--- config.mk ---
export PLATFORM = sky130hd
export DESIGN_NAME = socket_power_clock_control
export DESIGN_NICKNAME = d
export VERILOG_FILES = /design/src/design/socket_pm_pkg.sv /design/src/design/card_clock_monitor.sv /design/src/design/socket_power_clock_control.sv
export SDC_FILE = /design/constraint.sdc
export NUM_CORES = 1
export LEC_CHECK = 0
export ABC_AREA = 1
export ABC_CLOCK_PERIOD_IN_PS = 1300
export BUFFER_PORTS_ARGS = -buffer_cell sky130_fd_sc_hd__buf_4
export CORE_MARGIN = 2
export CORE_UTILIZATION = 40
export DETAILED_ROUTE_END_ITERATION = 8
export PLACE_DENSITY_LB_ADDON = 0.3
export SLEW_MARGIN = 20
export SYNTH_ARGS = -nofsm -noshare
export SYNTH_HDL_FRONTEND = slang
export SYNTH_HIERARCHICAL = 1
export SYNTH_SLANG_ARGS = --single-unit
--- constraint.sdc ---
create_clock -name sys_clk -period 1.3 [get_ports sys_clk]
set_input_delay 0.39 -clock sys_clk [delete_from_list [all_inputs] [get_ports sys_clk]]
set_output_delay 0.39 -clock sys_clk [all_outputs]
set_load 0.01 [all_outputs]
--- src/design/socket_pm_pkg.sv ---
// Constants shared by the socket supply and idle clock control block
package socket_pm_pkg;

	// ------------------------------------------------------------
	// Bus geometry
	// ------------------------------------------------------------
	localparam int ADDR_W = 8;
	localparam int DATA_W = 32;

	// ------------------------------------------------------------
	// Register offsets
	// ------------------------------------------------------------
	localparam logic [7:0] OFS_SUPPLY_POLICY = 8'h10;
	localparam logic [7:0] OFS_IDLE_CLOCK = 8'h20;
	localparam logic [7:0] OFS_EVENT_STATUS = 8'h40;
	localparam logic [7:0] OFS_EVENT_MASK = 8'h44;

	// ------------------------------------------------------------
	// Supply and policy register fields
	// ------------------------------------------------------------
	localparam int VPP_LSB = 0;
	localparam int VPP_W = 3;
	localparam int VCC_LSB = 4;
	localparam int VCC_W = 3;
	localparam int HALT_POLICY_BIT = 7;
	localparam logic [2:0] VPP_OFF = 3'h0;
	localparam logic [2:0] VPP_12V = 3'h1;
	localparam logic [2:0] VPP_5V = 3'h2;
	localparam logic [2:0] VPP_3V3 = 3'h3;
	localparam logic [2:0] VPP_ALT_X = 3'h4;
	localparam logic [2:0] VPP_ALT_Y = 3'h5;
	localparam logic [2:0] VCC_OFF = 3'h0;

	// ------------------------------------------------------------
	// Idle clock register fields
	// ------------------------------------------------------------
	localparam int HALT_SLOW_BIT = 0;
	localparam int GATE_ENABLE_BIT = 16;
	localparam int RATE_CHANGED_BIT = 24;
	localparam int ACCESS_SEEN_BIT = 25;

	// ------------------------------------------------------------
	// Event status bits
	// ------------------------------------------------------------
	localparam int NUM_EVENTS = 4;
	localparam int EV_ACCESS = 0;
	localparam int EV_RATE_DROP = 1;
	localparam int EV_RATE_BACK = 2;
	localparam int EV_RETEST_DONE = 3;

	// ------------------------------------------------------------
	// Reset values
	// ------------------------------------------------------------
	localparam logic [31:0] RST_SUPPLY_POLICY = 32'h0000_0000;
	localparam logic [31:0] RST_IDLE_CLOCK = 32'h0000_0000;
	localparam logic [3:0] RST_EVENT_MASK = 4'h0;

	// ------------------------------------------------------------
	// Timing of the card clock monitor
	// ------------------------------------------------------------
	localparam int SYS_CLK_PS = 5000;
	localparam int CARD_CLK_NOMINAL_PS = 80000;
	// A gap of twice the nominal period counts as stopped or slowed
	localparam int CARD_GAP_LIMIT_CYC = (2 * CARD_CLK_NOMINAL_PS) / SYS_CLK_PS;

	// ------------------------------------------------------------
	// Supply control states, Gray along enabled-locked-retest
	// ------------------------------------------------------------
	typedef enum logic [1:0] {
		SUP_ENABLED = 2'b00,
		SUP_LOCKED = 2'b01,
		SUP_RETEST = 2'b11
	} supply_state_t;

endpackage

--- src/design/card_clock_monitor.sv ---
// Card clock sampler that flags a stopped or slowed card clock
`timescale 1ns/100ps
module card_clock_monitor #(
	parameter int GAP_LIMIT = socket_pm_pkg::CARD_GAP_LIMIT_CYC
)(
	input wire logic sys_clk,
	input wire logic rstn,
	input wire logic clk_en,
	input wire logic card_clk,
	output logic rate_changed
);

	// ------------------------------------------------------------
	// Two-stage sampler, then edge finder on the second stage
	// ------------------------------------------------------------
	logic meta_ff;
	logic sync_ff;
	logic prev_ff;
	logic [7:0] gap_ff;
	logic rate_changed_ff;
	logic rise;

	always_ff @(posedge sys_clk or negedge rstn)
	begin
		if (!rstn)
		begin
			meta_ff <= 1'b0;
			sync_ff <= 1'b0;
			prev_ff <= 1'b0;
		end
		else if (clk_en)
		begin
			meta_ff <= card_clk;
			sync_ff <= meta_ff;
			prev_ff <= sync_ff;
		end
	end

	assign rise = sync_ff & ~prev_ff;

	// ------------------------------------------------------------
	// Gap counter
	// ------------------------------------------------------------
	// Counter saturates so a clock stopped for long never wraps back
	always_ff @(posedge sys_clk or negedge rstn)
	begin
		if (!rstn)
			gap_ff <= 8'h00;
		else if (clk_en)
		begin
			if (rise)
				gap_ff <= 8'h00;
			else if (gap_ff != 8'hFF)
				gap_ff <= gap_ff + 8'h01;
		end
	end

	always_ff @(posedge sys_clk or negedge rstn)
	begin
		if (!rstn)
			rate_changed_ff <= 1'b0;
		else if (clk_en)
		begin
			// A fresh edge wins, else the stale gap count holds the flag
			if (rise)
				rate_changed_ff <= 1'b0;
			else if (gap_ff >= 8'(GAP_LIMIT))
				rate_changed_ff <= 1'b1;
		end
	end

	assign rate_changed = rate_changed_ff;

endmodule

--- src/design/socket_power_clock_control.sv ---
// Socket supply request and idle card clock policy registers
//
// Function
// - Power reaches the socket only at levels the inserted card accepts.
// - With the halt policy at 0, idle halt needs an idle socket and a host clock about to stop.
// - With the halt policy at 1 and the gate enable at 1, an idle socket alone permits halting or slowing.
// - The program voltage field decodes off, 12 V, 5 V, 3.3 V, two alternates and reserved.
// - Bits 31 to 8 and bit 3 of the supply register ignore writes and read zero.
// - The access flag at bit 25 sets once any card access has happened and resets to 0.
// - A read of the idle clock register clears the access flag unless a card access comes in the same cycle; the flag cannot be written.
// - Bit 24 reads 1 while the card clock is stopped or slowed, 0 while it runs normally.
// - The gate enable at bit 16 gates the halt-or-slow select; at 0 clock control is off.
// - Select bit 0 at 0 permits halting the card clock, at 1 slowing it by 16.
// - Bits 31 to 26, 23 to 17 and 15 to 1 of the idle clock register ignore writes, read 0.
// - A card voltage retest starts re-interrogation; interrogation done then re-enables the supply register.
// - A forced card voltage type disables the supply register until re-interrogation.
`timescale 1ns/100ps
module socket_power_clock_control #(
	parameter int GAP_LIMIT = socket_pm_pkg::CARD_GAP_LIMIT_CYC
)(
	input wire logic sys_clk,
	input wire logic rstn,
	input wire logic clk_en,
	input wire logic [7:0] reg_addr,
	input wire logic [31:0] reg_wdata,
	input wire logic reg_wr,
	input wire logic reg_rd,
	output logic [31:0] reg_rdata,
	input wire logic card_clk,
	input wire logic card_present,
	input wire logic card_is_cardbus,
	input wire logic [7:0] vpp_levels_ok,
	input wire logic [7:0] vcc_levels_ok,
	input wire logic card_access,
	input wire logic socket_idle,
	input wire logic host_clk_stopping,
	input wire logic force_voltage_type,
	input wire logic card_voltage_retest,
	input wire logic interrogation_done,
	output logic interrogation_start,
	output logic [2:0] vpp_apply,
	output logic [2:0] vcc_apply,
	output logic supply_enabled,
	output logic clkrun_halt_permit,
	output logic clkrun_slow_permit,
	output logic irq
);

	// ------------------------------------------------------------
	// Helpers
	// ------------------------------------------------------------
	function automatic logic hit(input logic [7:0] addr,
		input logic [7:0] ofs);
		hit = (addr == ofs);
	endfunction

	// Reserved program voltage codes are never allowed to the switch
	function automatic logic level_ok(input logic [2:0] code,
		input logic [7:0] ok_map, input logic vpp_field);
		logic reserved;
		reserved = vpp_field && (code > socket_pm_pkg::VPP_ALT_Y);
		level_ok = !reserved && ok_map[code];
	endfunction

	// ------------------------------------------------------------
	// Declarations
	// ------------------------------------------------------------
	logic [2:0] vpp_req_ff;
	logic [2:0] vcc_req_ff;
	logic halt_policy_ff;
	logic gate_enable_ff;
	logic halt_slow_ff;
	logic access_seen_ff;
	logic rate_changed_prev_ff;
	logic [socket_pm_pkg::NUM_EVENTS-1:0] ev_status_ff;
	logic [socket_pm_pkg::NUM_EVENTS-1:0] ev_mask_ff;
	logic [socket_pm_pkg::NUM_EVENTS-1:0] ev_set;
	logic [31:0] reg_rdata_ff;
	logic [31:0] nxt_rdata;
	logic [2:0] vpp_apply_ff;
	logic [2:0] vcc_apply_ff;
	logic start_ff;
	logic clock_rate_changed;
	logic wr_supply;
	logic wr_idle;
	logic wr_status;
	logic wr_mask;
	logic rd_idle;
	logic ctrl_allowed;
	socket_pm_pkg::supply_state_t state_ff;
	socket_pm_pkg::supply_state_t nxt_state;

	assign wr_supply = reg_wr && hit(reg_addr,
		socket_pm_pkg::OFS_SUPPLY_POLICY);
	assign wr_idle = reg_wr && hit(reg_addr, socket_pm_pkg::OFS_IDLE_CLOCK);
	assign wr_status = reg_wr && hit(reg_addr,
		socket_pm_pkg::OFS_EVENT_STATUS);
	assign wr_mask = reg_wr && hit(reg_addr, socket_pm_pkg::OFS_EVENT_MASK);
	assign rd_idle = reg_rd && hit(reg_addr, socket_pm_pkg::OFS_IDLE_CLOCK);

	// ------------------------------------------------------------
	// Card clock monitor
	// ------------------------------------------------------------
	card_clock_monitor #(
		.GAP_LIMIT(GAP_LIMIT)
	) u_monitor (
		.sys_clk(sys_clk),
		.rstn(rstn),
		.clk_en(clk_en),
		.card_clk(card_clk),
		.rate_changed(clock_rate_changed)
	);

	// ------------------------------------------------------------
	// Supply register lock state
	// ------------------------------------------------------------
	always_comb
	begin
		nxt_state = state_ff;
		case (state_ff)
			socket_pm_pkg::SUP_ENABLED:
			begin
				if (card_voltage_retest)
					nxt_state = socket_pm_pkg::SUP_RETEST;
				else if (force_voltage_type)
					nxt_state = socket_pm_pkg::SUP_LOCKED;
			end
			socket_pm_pkg::SUP_LOCKED:
			begin
				if (card_voltage_retest)
					nxt_state = socket_pm_pkg::SUP_RETEST;
			end
			socket_pm_pkg::SUP_RETEST:
			begin
				if (interrogation_done)
					nxt_state = socket_pm_pkg::SUP_ENABLED;
			end
			default:
				nxt_state = socket_pm_pkg::SUP_ENABLED;
		endcase
	end

	always_ff @(posedge sys_clk or negedge rstn)
	begin
		if (!rstn)
			state_ff <= socket_pm_pkg::SUP_ENABLED;
		else if (clk_en)
			state_ff <= nxt_state;
	end

	// One pulse per retest request to the interrogation logic
	always_ff @(posedge sys_clk or negedge rstn)
	begin
		if (!rstn)
			start_ff <= 1'b0;
		else if (clk_en)
			start_ff <= card_voltage_retest;
	end

	assign interrogation_start = start_ff;
	assign supply_enabled = (state_ff == socket_pm_pkg::SUP_ENABLED);

	// ------------------------------------------------------------
	// Supply and policy register
	// ------------------------------------------------------------
	// Writes while locked are dropped, so a forced type cannot race power
	always_ff @(posedge sys_clk or negedge rstn)
	begin
		if (!rstn)
		begin
			vpp_req_ff <= socket_pm_pkg::RST_SUPPLY_POLICY[2:0];
			vcc_req_ff <= socket_pm_pkg::RST_SUPPLY_POLICY[6:4];
			halt_policy_ff <= socket_pm_pkg::RST_SUPPLY_POLICY[7];
		end
		else if (clk_en && wr_supply && supply_enabled)
		begin
			vpp_req_ff <= reg_wdata[socket_pm_pkg::VPP_LSB +:
				socket_pm_pkg::VPP_W];
			vcc_req_ff <= reg_wdata[socket_pm_pkg::VCC_LSB +:
				socket_pm_pkg::VCC_W];
			halt_policy_ff <= reg_wdata[socket_pm_pkg::HALT_POLICY_BIT];
		end
	end

	// ------------------------------------------------------------
	// Power switch requests
	// ------------------------------------------------------------
	always_ff @(posedge sys_clk or negedge rstn)
	begin
		if (!rstn)
		begin
			vpp_apply_ff <= socket_pm_pkg::VPP_OFF;
			vcc_apply_ff <= socket_pm_pkg::VCC_OFF;
		end
		else if (clk_en)
		begin
			// only accepted levels reach the card
			if (card_present && card_is_cardbus && supply_enabled &&
				level_ok(vpp_req_ff, vpp_levels_ok, 1'b1))
				vpp_apply_ff <= vpp_req_ff;
			else
				vpp_apply_ff <= socket_pm_pkg::VPP_OFF;
			if (card_present && card_is_cardbus && supply_enabled &&
				level_ok(vcc_req_ff, vcc_levels_ok, 1'b0))
				vcc_apply_ff <= vcc_req_ff;
			else
				vcc_apply_ff <= socket_pm_pkg::VCC_OFF;
		end
	end

	assign vpp_apply = vpp_apply_ff;
	assign vcc_apply = vcc_apply_ff;

	// ------------------------------------------------------------
	// Idle clock register
	// ------------------------------------------------------------
	always_ff @(posedge sys_clk or negedge rstn)
	begin
		if (!rstn)
		begin
			gate_enable_ff <= socket_pm_pkg::RST_IDLE_CLOCK[16];
			halt_slow_ff <= socket_pm_pkg::RST_IDLE_CLOCK[0];
		end
		else if (clk_en && wr_idle)
		begin
			// only bits 16 and 0 take writes
			gate_enable_ff <= reg_wdata[socket_pm_pkg::GATE_ENABLE_BIT];
			halt_slow_ff <= reg_wdata[socket_pm_pkg::HALT_SLOW_BIT];
		end
	end

	// Access seen: set wins over the read that clears it
	always_ff @(posedge sys_clk or negedge rstn)
	begin
		if (!rstn)
			access_seen_ff <= 1'b0;
		else if (clk_en)
		begin
			if (card_access)
				access_seen_ff <= 1'b1;
			else if (rd_idle)
				access_seen_ff <= 1'b0;
		end
	end

	// ------------------------------------------------------------
	// Clock run permits
	// ------------------------------------------------------------
	// policy 0 also needs host clock stopping
	// policy 1 needs only the gate enable and an idle socket
	assign ctrl_allowed = gate_enable_ff && socket_idle &&
		(halt_policy_ff || host_clk_stopping);
	// select 0 halts, 1 slows by 16
	assign clkrun_halt_permit = ctrl_allowed && !halt_slow_ff;
	assign clkrun_slow_permit = ctrl_allowed && halt_slow_ff;

	// ------------------------------------------------------------
	// Event status and interrupt
	// ------------------------------------------------------------
	always_ff @(posedge sys_clk or negedge rstn)
	begin
		if (!rstn)
			rate_changed_prev_ff <= 1'b0;
		else if (clk_en)
			rate_changed_prev_ff <= clock_rate_changed;
	end

	assign ev_set[socket_pm_pkg::EV_ACCESS] = card_access;
	assign ev_set[socket_pm_pkg::EV_RATE_DROP] = clock_rate_changed &&
		!rate_changed_prev_ff;
	assign ev_set[socket_pm_pkg::EV_RATE_BACK] = !clock_rate_changed &&
		rate_changed_prev_ff;
	assign ev_set[socket_pm_pkg::EV_RETEST_DONE] = interrogation_done &&
		(state_ff == socket_pm_pkg::SUP_RETEST);

	genvar gi;
	generate
		for (gi = 0; gi < socket_pm_pkg::NUM_EVENTS; gi++)
		begin : g_event
			always_ff @(posedge sys_clk or negedge rstn)
			begin
				if (!rstn)
					ev_status_ff[gi] <= 1'b0;
				else if (clk_en)
				begin
					if (ev_set[gi])
						ev_status_ff[gi] <= 1'b1;
					else if (wr_status && reg_wdata[gi])
						ev_status_ff[gi] <= 1'b0;
				end
			end
		end
	endgenerate

	always_ff @(posedge sys_clk or negedge rstn)
	begin
		if (!rstn)
			ev_mask_ff <= socket_pm_pkg::RST_EVENT_MASK;
		else if (clk_en && wr_mask)
			ev_mask_ff <= reg_wdata[socket_pm_pkg::NUM_EVENTS-1:0];
	end

	assign irq = |(ev_status_ff & ev_mask_ff);

	// ------------------------------------------------------------
	// Read path, data valid the cycle after the strobe
	// ------------------------------------------------------------
	always_comb
	begin
		nxt_rdata = 32'h0000_0000;
		case (reg_addr)
			socket_pm_pkg::OFS_SUPPLY_POLICY:
			begin
				// bits 31-8 and 3 stay zero
				nxt_rdata[socket_pm_pkg::VPP_LSB +: socket_pm_pkg::VPP_W] =
					vpp_req_ff;
				nxt_rdata[socket_pm_pkg::VCC_LSB +: socket_pm_pkg::VCC_W] =
					vcc_req_ff;
				nxt_rdata[socket_pm_pkg::HALT_POLICY_BIT] = halt_policy_ff;
			end
			socket_pm_pkg::OFS_IDLE_CLOCK:
			begin
				nxt_rdata[socket_pm_pkg::HALT_SLOW_BIT] = halt_slow_ff;
				nxt_rdata[socket_pm_pkg::GATE_ENABLE_BIT] = gate_enable_ff;
				nxt_rdata[socket_pm_pkg::RATE_CHANGED_BIT] =
					clock_rate_changed;
				nxt_rdata[socket_pm_pkg::ACCESS_SEEN_BIT] = access_seen_ff;
			end
			socket_pm_pkg::OFS_EVENT_STATUS:
				nxt_rdata[socket_pm_pkg::NUM_EVENTS-1:0] = ev_status_ff;
			socket_pm_pkg::OFS_EVENT_MASK:
				nxt_rdata[socket_pm_pkg::NUM_EVENTS-1:0] = ev_mask_ff;
			default:
				nxt_rdata = 32'h0000_0000;
		endcase
	end

	// Data stands only in the cycle after the read strobe
	always_ff @(posedge sys_clk or negedge rstn)
	begin
		if (!rstn)
			reg_rdata_ff <= 32'h0000_0000;
		else if (clk_en)
			reg_rdata_ff <= reg_rd ? nxt_rdata : 32'h0000_0000;
	end

	assign reg_rdata = reg_rdata_ff;

endmodule

==> impl_summary.md, run 1 <==
Run status
The flow ran to the end, but the final reports show violations. The final reports fail on negative setup slack.

Layout
For this run, the post-layout net count is 554. 0 antenna diodes ended up in the layout. The design area is 3920 um2. The post-route netlist has ~35% of its cells at a drive strength greater than 1. Across the whole layout, storage elements account for 1280 um2. The filler cell count is a little under 700. In the final layout, the multi-input gates occupy 1390 um2.

The area growth from synthesis to layout is 35.6%.

Clocking
The clock tree synthesis step divided the H-tree into 2 levels. The clock-pin slew on the worst setup and hold paths is ~0.09 ns. The clock passes through at most 2 buffers.

CTS placed an instance of sky130_fd_sc_hd__clkbuf_8 at the clock tree root. The TritonCTS sink count is 51. The later pin in the worst-skew pair is clocked with a latency of 0.31 ns.

TritonCTS created 5 clock buffers. The TritonCTS clock tree is done.

Die
In this run the core area contains 30 standard-cell rows. The area of the core is between 6000 and 7000 um2. For this configuration, the core starts out at a cell density of 41.8%. From bottom edge to top edge, the die measures 89.0 um. For this design the top-level I/O count stands at 113. The chip width is 89.0 um. The die area is 7920 um2.

Synthesis
The total standard cell area after synthesis is 2890 um2. The number of cells produced by synthesis is 376. The Yosys warning count is 6. In this run, synthesis produced a sequential element count of 51.

The count of flip-flops with a built-in enable after synthesis is 0. By count the netlist is led by 134 x sky130_fd_sc_hd__nand2_1, 51 x sky130_fd_sc_hd__dfrtp_1, 40 x sky130_fd_sc_hd__inv_1. The post-synthesis average cell area is 7.68 um2. The number of library cell types mapped by synthesis is 37. Sequential elements use 44.2% of the synthesized area. Yosys attributes the largest share of cell area to sky130_fd_sc_hd__dfrtp_1 44%, sky130_fd_sc_hd__nand2_1 17%, sky130_fd_sc_hd__buf_4 5.5%, sky130_fd_sc_hd__inv_1 5.2%, sky130_fd_sc_hd__nand3_1 4.7%. The dominant register cell in the synthesized netlist is sky130_fd_sc_hd__dfrtp_1. Of all flip-flops after synthesis, the portion carrying an async set or reset was between 90% and 100%. Of the post-synthesis cell area, the dominant cell type holds between 40 and 50%. The cell with the most instances after synthesis is sky130_fd_sc_hd__nand2_1. Of all cell types, the one taking the most synthesized area is sky130_fd_sc_hd__dfrtp_1.

Global routing
The number of global-route vias before repair is 2,624. Entering global routing, the biggest net connects 27 pins. The number of antenna violations at the first check in global routing came to 0. The global-route wire length before repair is between 10 and 15 mm.

Summed over all layers, the global routing overflow is 0. Across every metal layer, demand over resource in global routing totals 18.0%.

Drt
In the routed layout, each cell is associated on average with a via count of 4.65. The pre-antenna-repair detailed-routing pass consisted of 4 iterations. After detailed routing, the average wire length per cell comes to 12.1 um. The post-detailed-route DRC marker count is 0.

The detail route stage leaves a number of antenna-violating nets equal to 0. The wire length reported by the detailed router is 7.01 mm. The detailed router used layers up to and including met4. The routed length on met3 is between 200 and 250 um. The detailed router put a total of about 3 mm of wire on met1. The met2 routed wirelength is 3.60 mm. Summing over every cut layer, the via total after detailed routing is 2,693.

The DRC marker count from the first detailed-route iteration is 100.

STA
The number of hold-slack violations in the final timing report came to 0. The number of max-slew violations in the final report was 0. After layout, the worst path uses 117% of the clock period. The final setup TNS is -0.708 ns.

The time the worst path needs with I/O delays and setup is 1.52 ns. The highest clock frequency the design can meet is around 660 MHz. Once routing completed, OpenROAD measured the worst setup slack at -0.218 ns. The setup clock skew after layout is 0.0141 ns. Setup repair after global routing could not meet its margin everywhere. Setup violations remaining at the end of the flow were counted as 4.

Power and ir drop
The sum of internal, switching and leakage power is 3.89 mW. The leakage dissipation is 2.12 nW. The total power per unit cell area is 994 nW/um2. The largest vdd supply drop is 0.000769 V.

Run
The tool flagged a number of max-cap violations equal to 0.

Critical path
The required time of the critical path is 0.91 ns. For the worst setup path, the data arrival time is approximately 1.1 ns. The type of the setup path with the least slack is reg -> out. The endpoint type of the worst setup path is a primary output. STA classifies the critical path startpoint as a flop.

Of all nets on the critical path, the largest fanout is 4.

Worst hold path
The type of the worst min-delay path is in -> reg.

Placement
The number of buffers added on ports is 65. Detailed placement ended at an HPWL of 5.16 mm. The congestion estimate from routability-driven global placement came to 0.811. Once placement finished, the instance area stood at around 3600 um2.
[worst max-delay path: stages, from the launching register on]
cell and delay, ns:
sky130_fd_sc_hd__dfrtp_1 0.35, sky130_fd_sc_hd__inv_2 0.06, sky130_fd_sc_hd__nor4_2 0.26, sky130_fd_sc_hd__buf_4 0.16
[sequential cells by signal, summed over array words and instances (netlist names), 2 cells and up]
name              flops
ev_mask_ff            4
ev_status_ff          4
reg_rdata            11
state_ff              2
u_monitor/gap_ff      8
vcc_apply             3
vcc_req_ff            3
vpp_apply             3
vpp_req_ff            3
[cell families after synthesis]
group / count (synthesis) / share of synthesized area [%]
compound gates: 44 / 9.05
xor+xnor: 1 / 0.303
fa+ha+maj: 2 / 0.866
buf+inv: 77 / 13.7
flops: 51 / 44.2
mux: 1 / 0.390
other cells: 1 / 0.130
simple gates: 199 / 31.4
[layout by cell type (no fill, tap or decap), drive strengths merged]
cell	n
nand3b	1
buf	103
inv	50
o21ai	35
nor4	1
and2	1
o31ai	1
o21bai	1
clkbuf	5
nand4	6
nor2	21
clkinv	2
nand3	31
nor4b	1
dlygate4sd3	1
o2111ai	1
xor2	1
clkinvlp	2
o22ai	1
a21oi	3
conb	21
dfrtp	51
a21o	1
a22oi	1
nand2	138
mux2	1
ha	2
[final cells by class]
type | count | share of cell area, %
well taps | 96 | 3.07
inverters | 51 | 5.05
flip-flops and latches | 51 | 32.6
repair buffers | 104 | 21.4
clock inverters | 3 | 0.511
multi-input cells | 269 | 35.6
clock buffers | 5 | 1.76
[final timing paths]
path                                 startpoint                  end  slack [ns]  depth (start not counted)
setup / recovery                 gate_enable_ff   clkrun_halt_permit       -0.22                          3
hold / removal              card_voltage_retest  interrogation_start        0.30                          3
setup reg to reg                    state_ff[0]          state_ff[1]        0.04                         10
hold reg to reg            rate_changed_prev_ff      ev_status_ff[1]        0.46                          1
max in group asynchronous                  rstn      ev_status_ff[3]        0.39                          3
min in group asynchronous                  rstn  u_monitor/gap_ff[7]        0.46                          2
[power breakdown]
| part | internal [mW] | switching, mW |
|---|---|---|
| Sequential | 1.69 | 0.0849 |
| Combinational | 0.588 | 0.618 |
| Clock | 0.376 | 0.532 |
[metrics by stage]
step | cells | hold slack, ns | util, % | worst slack, ns
3_5_place_dp | 551 | 0.253 | 51.5 | -0.0952
6_report | 579 | 0.300 | 56.7 | -0.218
3_3_place_gp | 551 | 0.248 | 51.5 | -0.0661
4_1_cts | 573 | 0.286 | 54.9 | -0.234
5_1_grt | 579 | 0.299 | 56.7 | -0.266
2_1_floorplan | 396 | 0.0944 | - | 0.00252
[metal layers]
layer	vias to the layer above	track usage (%)
met4	0	5.43
met5	-	0
li1	1353	-
met1	1259	22.0
met2	69	32.6
met3	12	3.14
[timing repair]
item | 4_1_cts | 5_1_grt
hold buffers | 1 | 0
buffers inserted | 13 | 7
endpoints found under the hold margin | 11 | 0
endpoints found under the setup margin | 11 | 27
pin swaps | 2 | 10
resized for setup | 12 | 22
gates cloned | 0 | 1
No activity file was read; power rests on OpenSTA's default activity.
==> run 2, diff against run 1 <==
--- a/config.mk
+++ b/config.mk
@@ -11,7 +11,8 @@
 export CORE_MARGIN = 2
 export CORE_UTILIZATION = 40
 export DETAILED_ROUTE_END_ITERATION = 8
-export PLACE_DENSITY_LB_ADDON = 0.3
+export GPL_ROUTABILITY_DRIVEN = 0
+export PLACE_DENSITY_LB_ADDON = 0.25
 export SLEW_MARGIN = 20
 export SYNTH_ARGS = -nofsm -noshare
 export SYNTH_HDL_FRONTEND = slang
==> impl_summary.md, run 2 (synthesis results as in run 1) <==
Global routing
The number of global-route vias before repair is 2,554 (-2.7%). The number of antenna violations at the first check in global routing was 0 (unchanged). The maximum number of pins on one net before global-route repair is 52 (+93%). The total routing resource utilization after global routing is 17.6% (-0.47 points). The leftover overflow at the end of global routing is 0 (unchanged). The global-route wire length before repair was 10.9 mm (-2.1%).

Clocking
The number of hold-repair buffers added at the cts stage is 0 (-1). The clock latency of the later-clocked register in the worst-skew pair is 0.30 ns (about the same). The number of buffers on the longest clock path was 2 (unchanged). The depth of the CTS H-tree is 2 (unchanged). The TritonCTS sink count is 51 (unchanged). The buffer type at the clock tree root is sky130_fd_sc_hd__clkbuf_8. The number of buffers created by CTS came to 5 (unchanged). The clock-pin slew on the worst setup and hold paths is 0.09 ns (about the same). TritonCTS built the clock tree.

STA
The number of max-slew violations in the final report is 0 (unchanged). The number of hold-slack violations in the final timing report was 0 (unchanged). The final setup violation count is 4 (unchanged). The final setup TNS was -0.688 ns (+0.0197 ns).

The smallest setup slack after layout is -0.213 ns (+0.00431 ns). The time the worst path needs with I/O delays and setup was 1.51 ns (-0.00431 ns). The worst slack on hold paths is 0.0373 ns (-0.263 ns). The fraction of the cycle the final worst path needs is 116% (-0.33 points). The setup clock skew after layout came to 0.00894 ns (-0.00520 ns).

The highest clock frequency the design can meet was 661 MHz (+0.28%). Setup repair after global routing could not meet its margin everywhere.

Critical path
The endpoint type of the worst setup path is a primary output. The worst setup path is of the reg -> out kind. The data arrival time of the critical path was 1.12 ns (about the same).

The worst-path maximum fanout is 3 (-1). STA classifies the critical path startpoint as a flop. The required time of the critical path is 0.91 ns (about the same).

Die
The die height is 89.0 um (unchanged). The die area is 7920 um2 (unchanged). The chip width was 89.0 um (unchanged).

The number of top-level design ports came to 113 (unchanged). The area of the core is 6910 um2 (unchanged). The number of standard-cell rows in the floorplan is 30 (unchanged).

The initial core utilization is 41.8% (unchanged).

Layout
In the layout the commonest cells are 126 x sky130_fd_sc_hd__nand2_1, 91 x sky130_fd_sc_hd__buf_4, 50 x sky130_fd_sc_hd__dfrtp_1. The fraction of final layout cells with drive strength greater than 1 is 33.7% (-0.89 points). The flip-flop count of the largest register, all copies and words added is 11 (unchanged).

The number of nets in the layout is 547 (-1.3%). The design area is 3860 um2 (-1.5%). The number of standard cells in the final layout excluding fillers is 571 (-1.4%). The antenna cell count is 0 (unchanged). The library cell used most frequently in the layout, excluding fill and tap cells, is sky130_fd_sc_hd__nand2_1. Compared with the post-synthesis result, the final layout area differs by 33.5%.

Drt
The via count of the routed design came to 2,639 (-2.0%). The average wire per standard cell was 11.6 um (-4.3%). The mean number of vias per cell is 4.62 (-0.63%).

The post-detailed-route DRC marker count came to 0 (unchanged). The DRC marker count from the first detailed-route iteration is 95 (-5.0%). The remaining number of nets flagged by the antenna check after routing was 0 (unchanged). The wire length reported by the detailed router is 6.62 mm (-5.6%). The count of TritonRoute iterations in the first routing pass was 4 (unchanged).

Placement
The instance area at placement came to 3500 um2 (-1.6%). The half-perimeter wire length of the detailed placement result is 4.80 mm (-6.9%). The number of buffers added on ports came to 65 (unchanged). The total placed cells including tap cells is 545 (-1.1%).

Power and ir drop
The largest vdd supply drop is 0.000660 V (-14%). The total power per unit cell area is 1010 nW/um2 (+1.2%). The leakage dissipation is 2.09 nW (-1.3%).

Run status
The flow ran to the end, but the final reports show violations. The final reports fail on negative setup slack.

Run
The number of max-cap violations is 0 (unchanged).

Worst hold path
The type of the worst min-delay path is in -> async.
==> run 2: worst paths after layout <==
| kind | cells after the start | end | slack, ns | start |
|---|---|---|---|---|
| max in group asynchronous | 2 | vpp_req_ff[0] | 1.01 | rstn |
| min in group sys_clk | 3 | interrogation_start | 0.29 | card_voltage_retest |
| max | 3 | clkrun_slow_permit | -0.21 | gate_enable_ff |
| min reg2reg | 1 | ev_status_ff[1] | 0.45 | rate_changed_prev_ff |
| max reg2reg | 8 | vcc_req_ff[2] | 0 | state_ff[1] |
| min | 2 | state_ff[1] | 0.04 | rstn |
==> run 2: metrics by stage <==
stage	total power [mW]	utilization, %	setup WS [ns]
5_1_grt	4.10	55.9	-0.282
2_1_floorplan	2.26	-	0.00252
3_3_place_gp	2.54	50.7	-0.0804
4_1_cts	3.81	54.0	-0.250
6_report	3.88	55.9	-0.213
3_5_place_dp	2.57	50.7	-0.104
==> run 2: worst max-delay path: stages (launching register included) <==
cell	delay, ns
sky130_fd_sc_hd__dfrtp_1	0.35
sky130_fd_sc_hd__inv_2	0.05
sky130_fd_sc_hd__nor4b_2	0.26
sky130_fd_sc_hd__buf_4	0.16
==> run 2: timing repair <==
action | 4_1_cts | 5_1_grt
endpoints found under the setup margin | 6 | 24
setup buffers | 14 | 5
gates cloned | 0 | 1
pin swaps | 5 | 6
resized for setup | 7 | 21
==> run 2: report_power, final <==
group / leakage, nW / total (mW) / internal, mW / switching [mW]
sequential: 0.673 / 1.77 / 1.69 / 0.0774
combinational: 1.37 / 1.02 / 0.478 / 0.547
clock: 0.0502 / 1.08 / 0.563 / 0.521
==> run 2: cell type report <==
cell class                 instances  area (um2)
sequential                        51        1280
inverter                          51         195
timing repair buffer              98         802
tap                               96         120
clock buffer                       5        68.8
clock inverter                     2        37.5
multi-input combinational        268        1360
fill                             682        3050
==> run 2: layer usage <==
layer	up-vias	routed length, um	global-route usage (%)
met2	63	3400	31.3
li1	1336	-	-
met1	1230	2790	21.4
met5	-	0	0
met4	0	95	5.29
met3	10	329	3.60
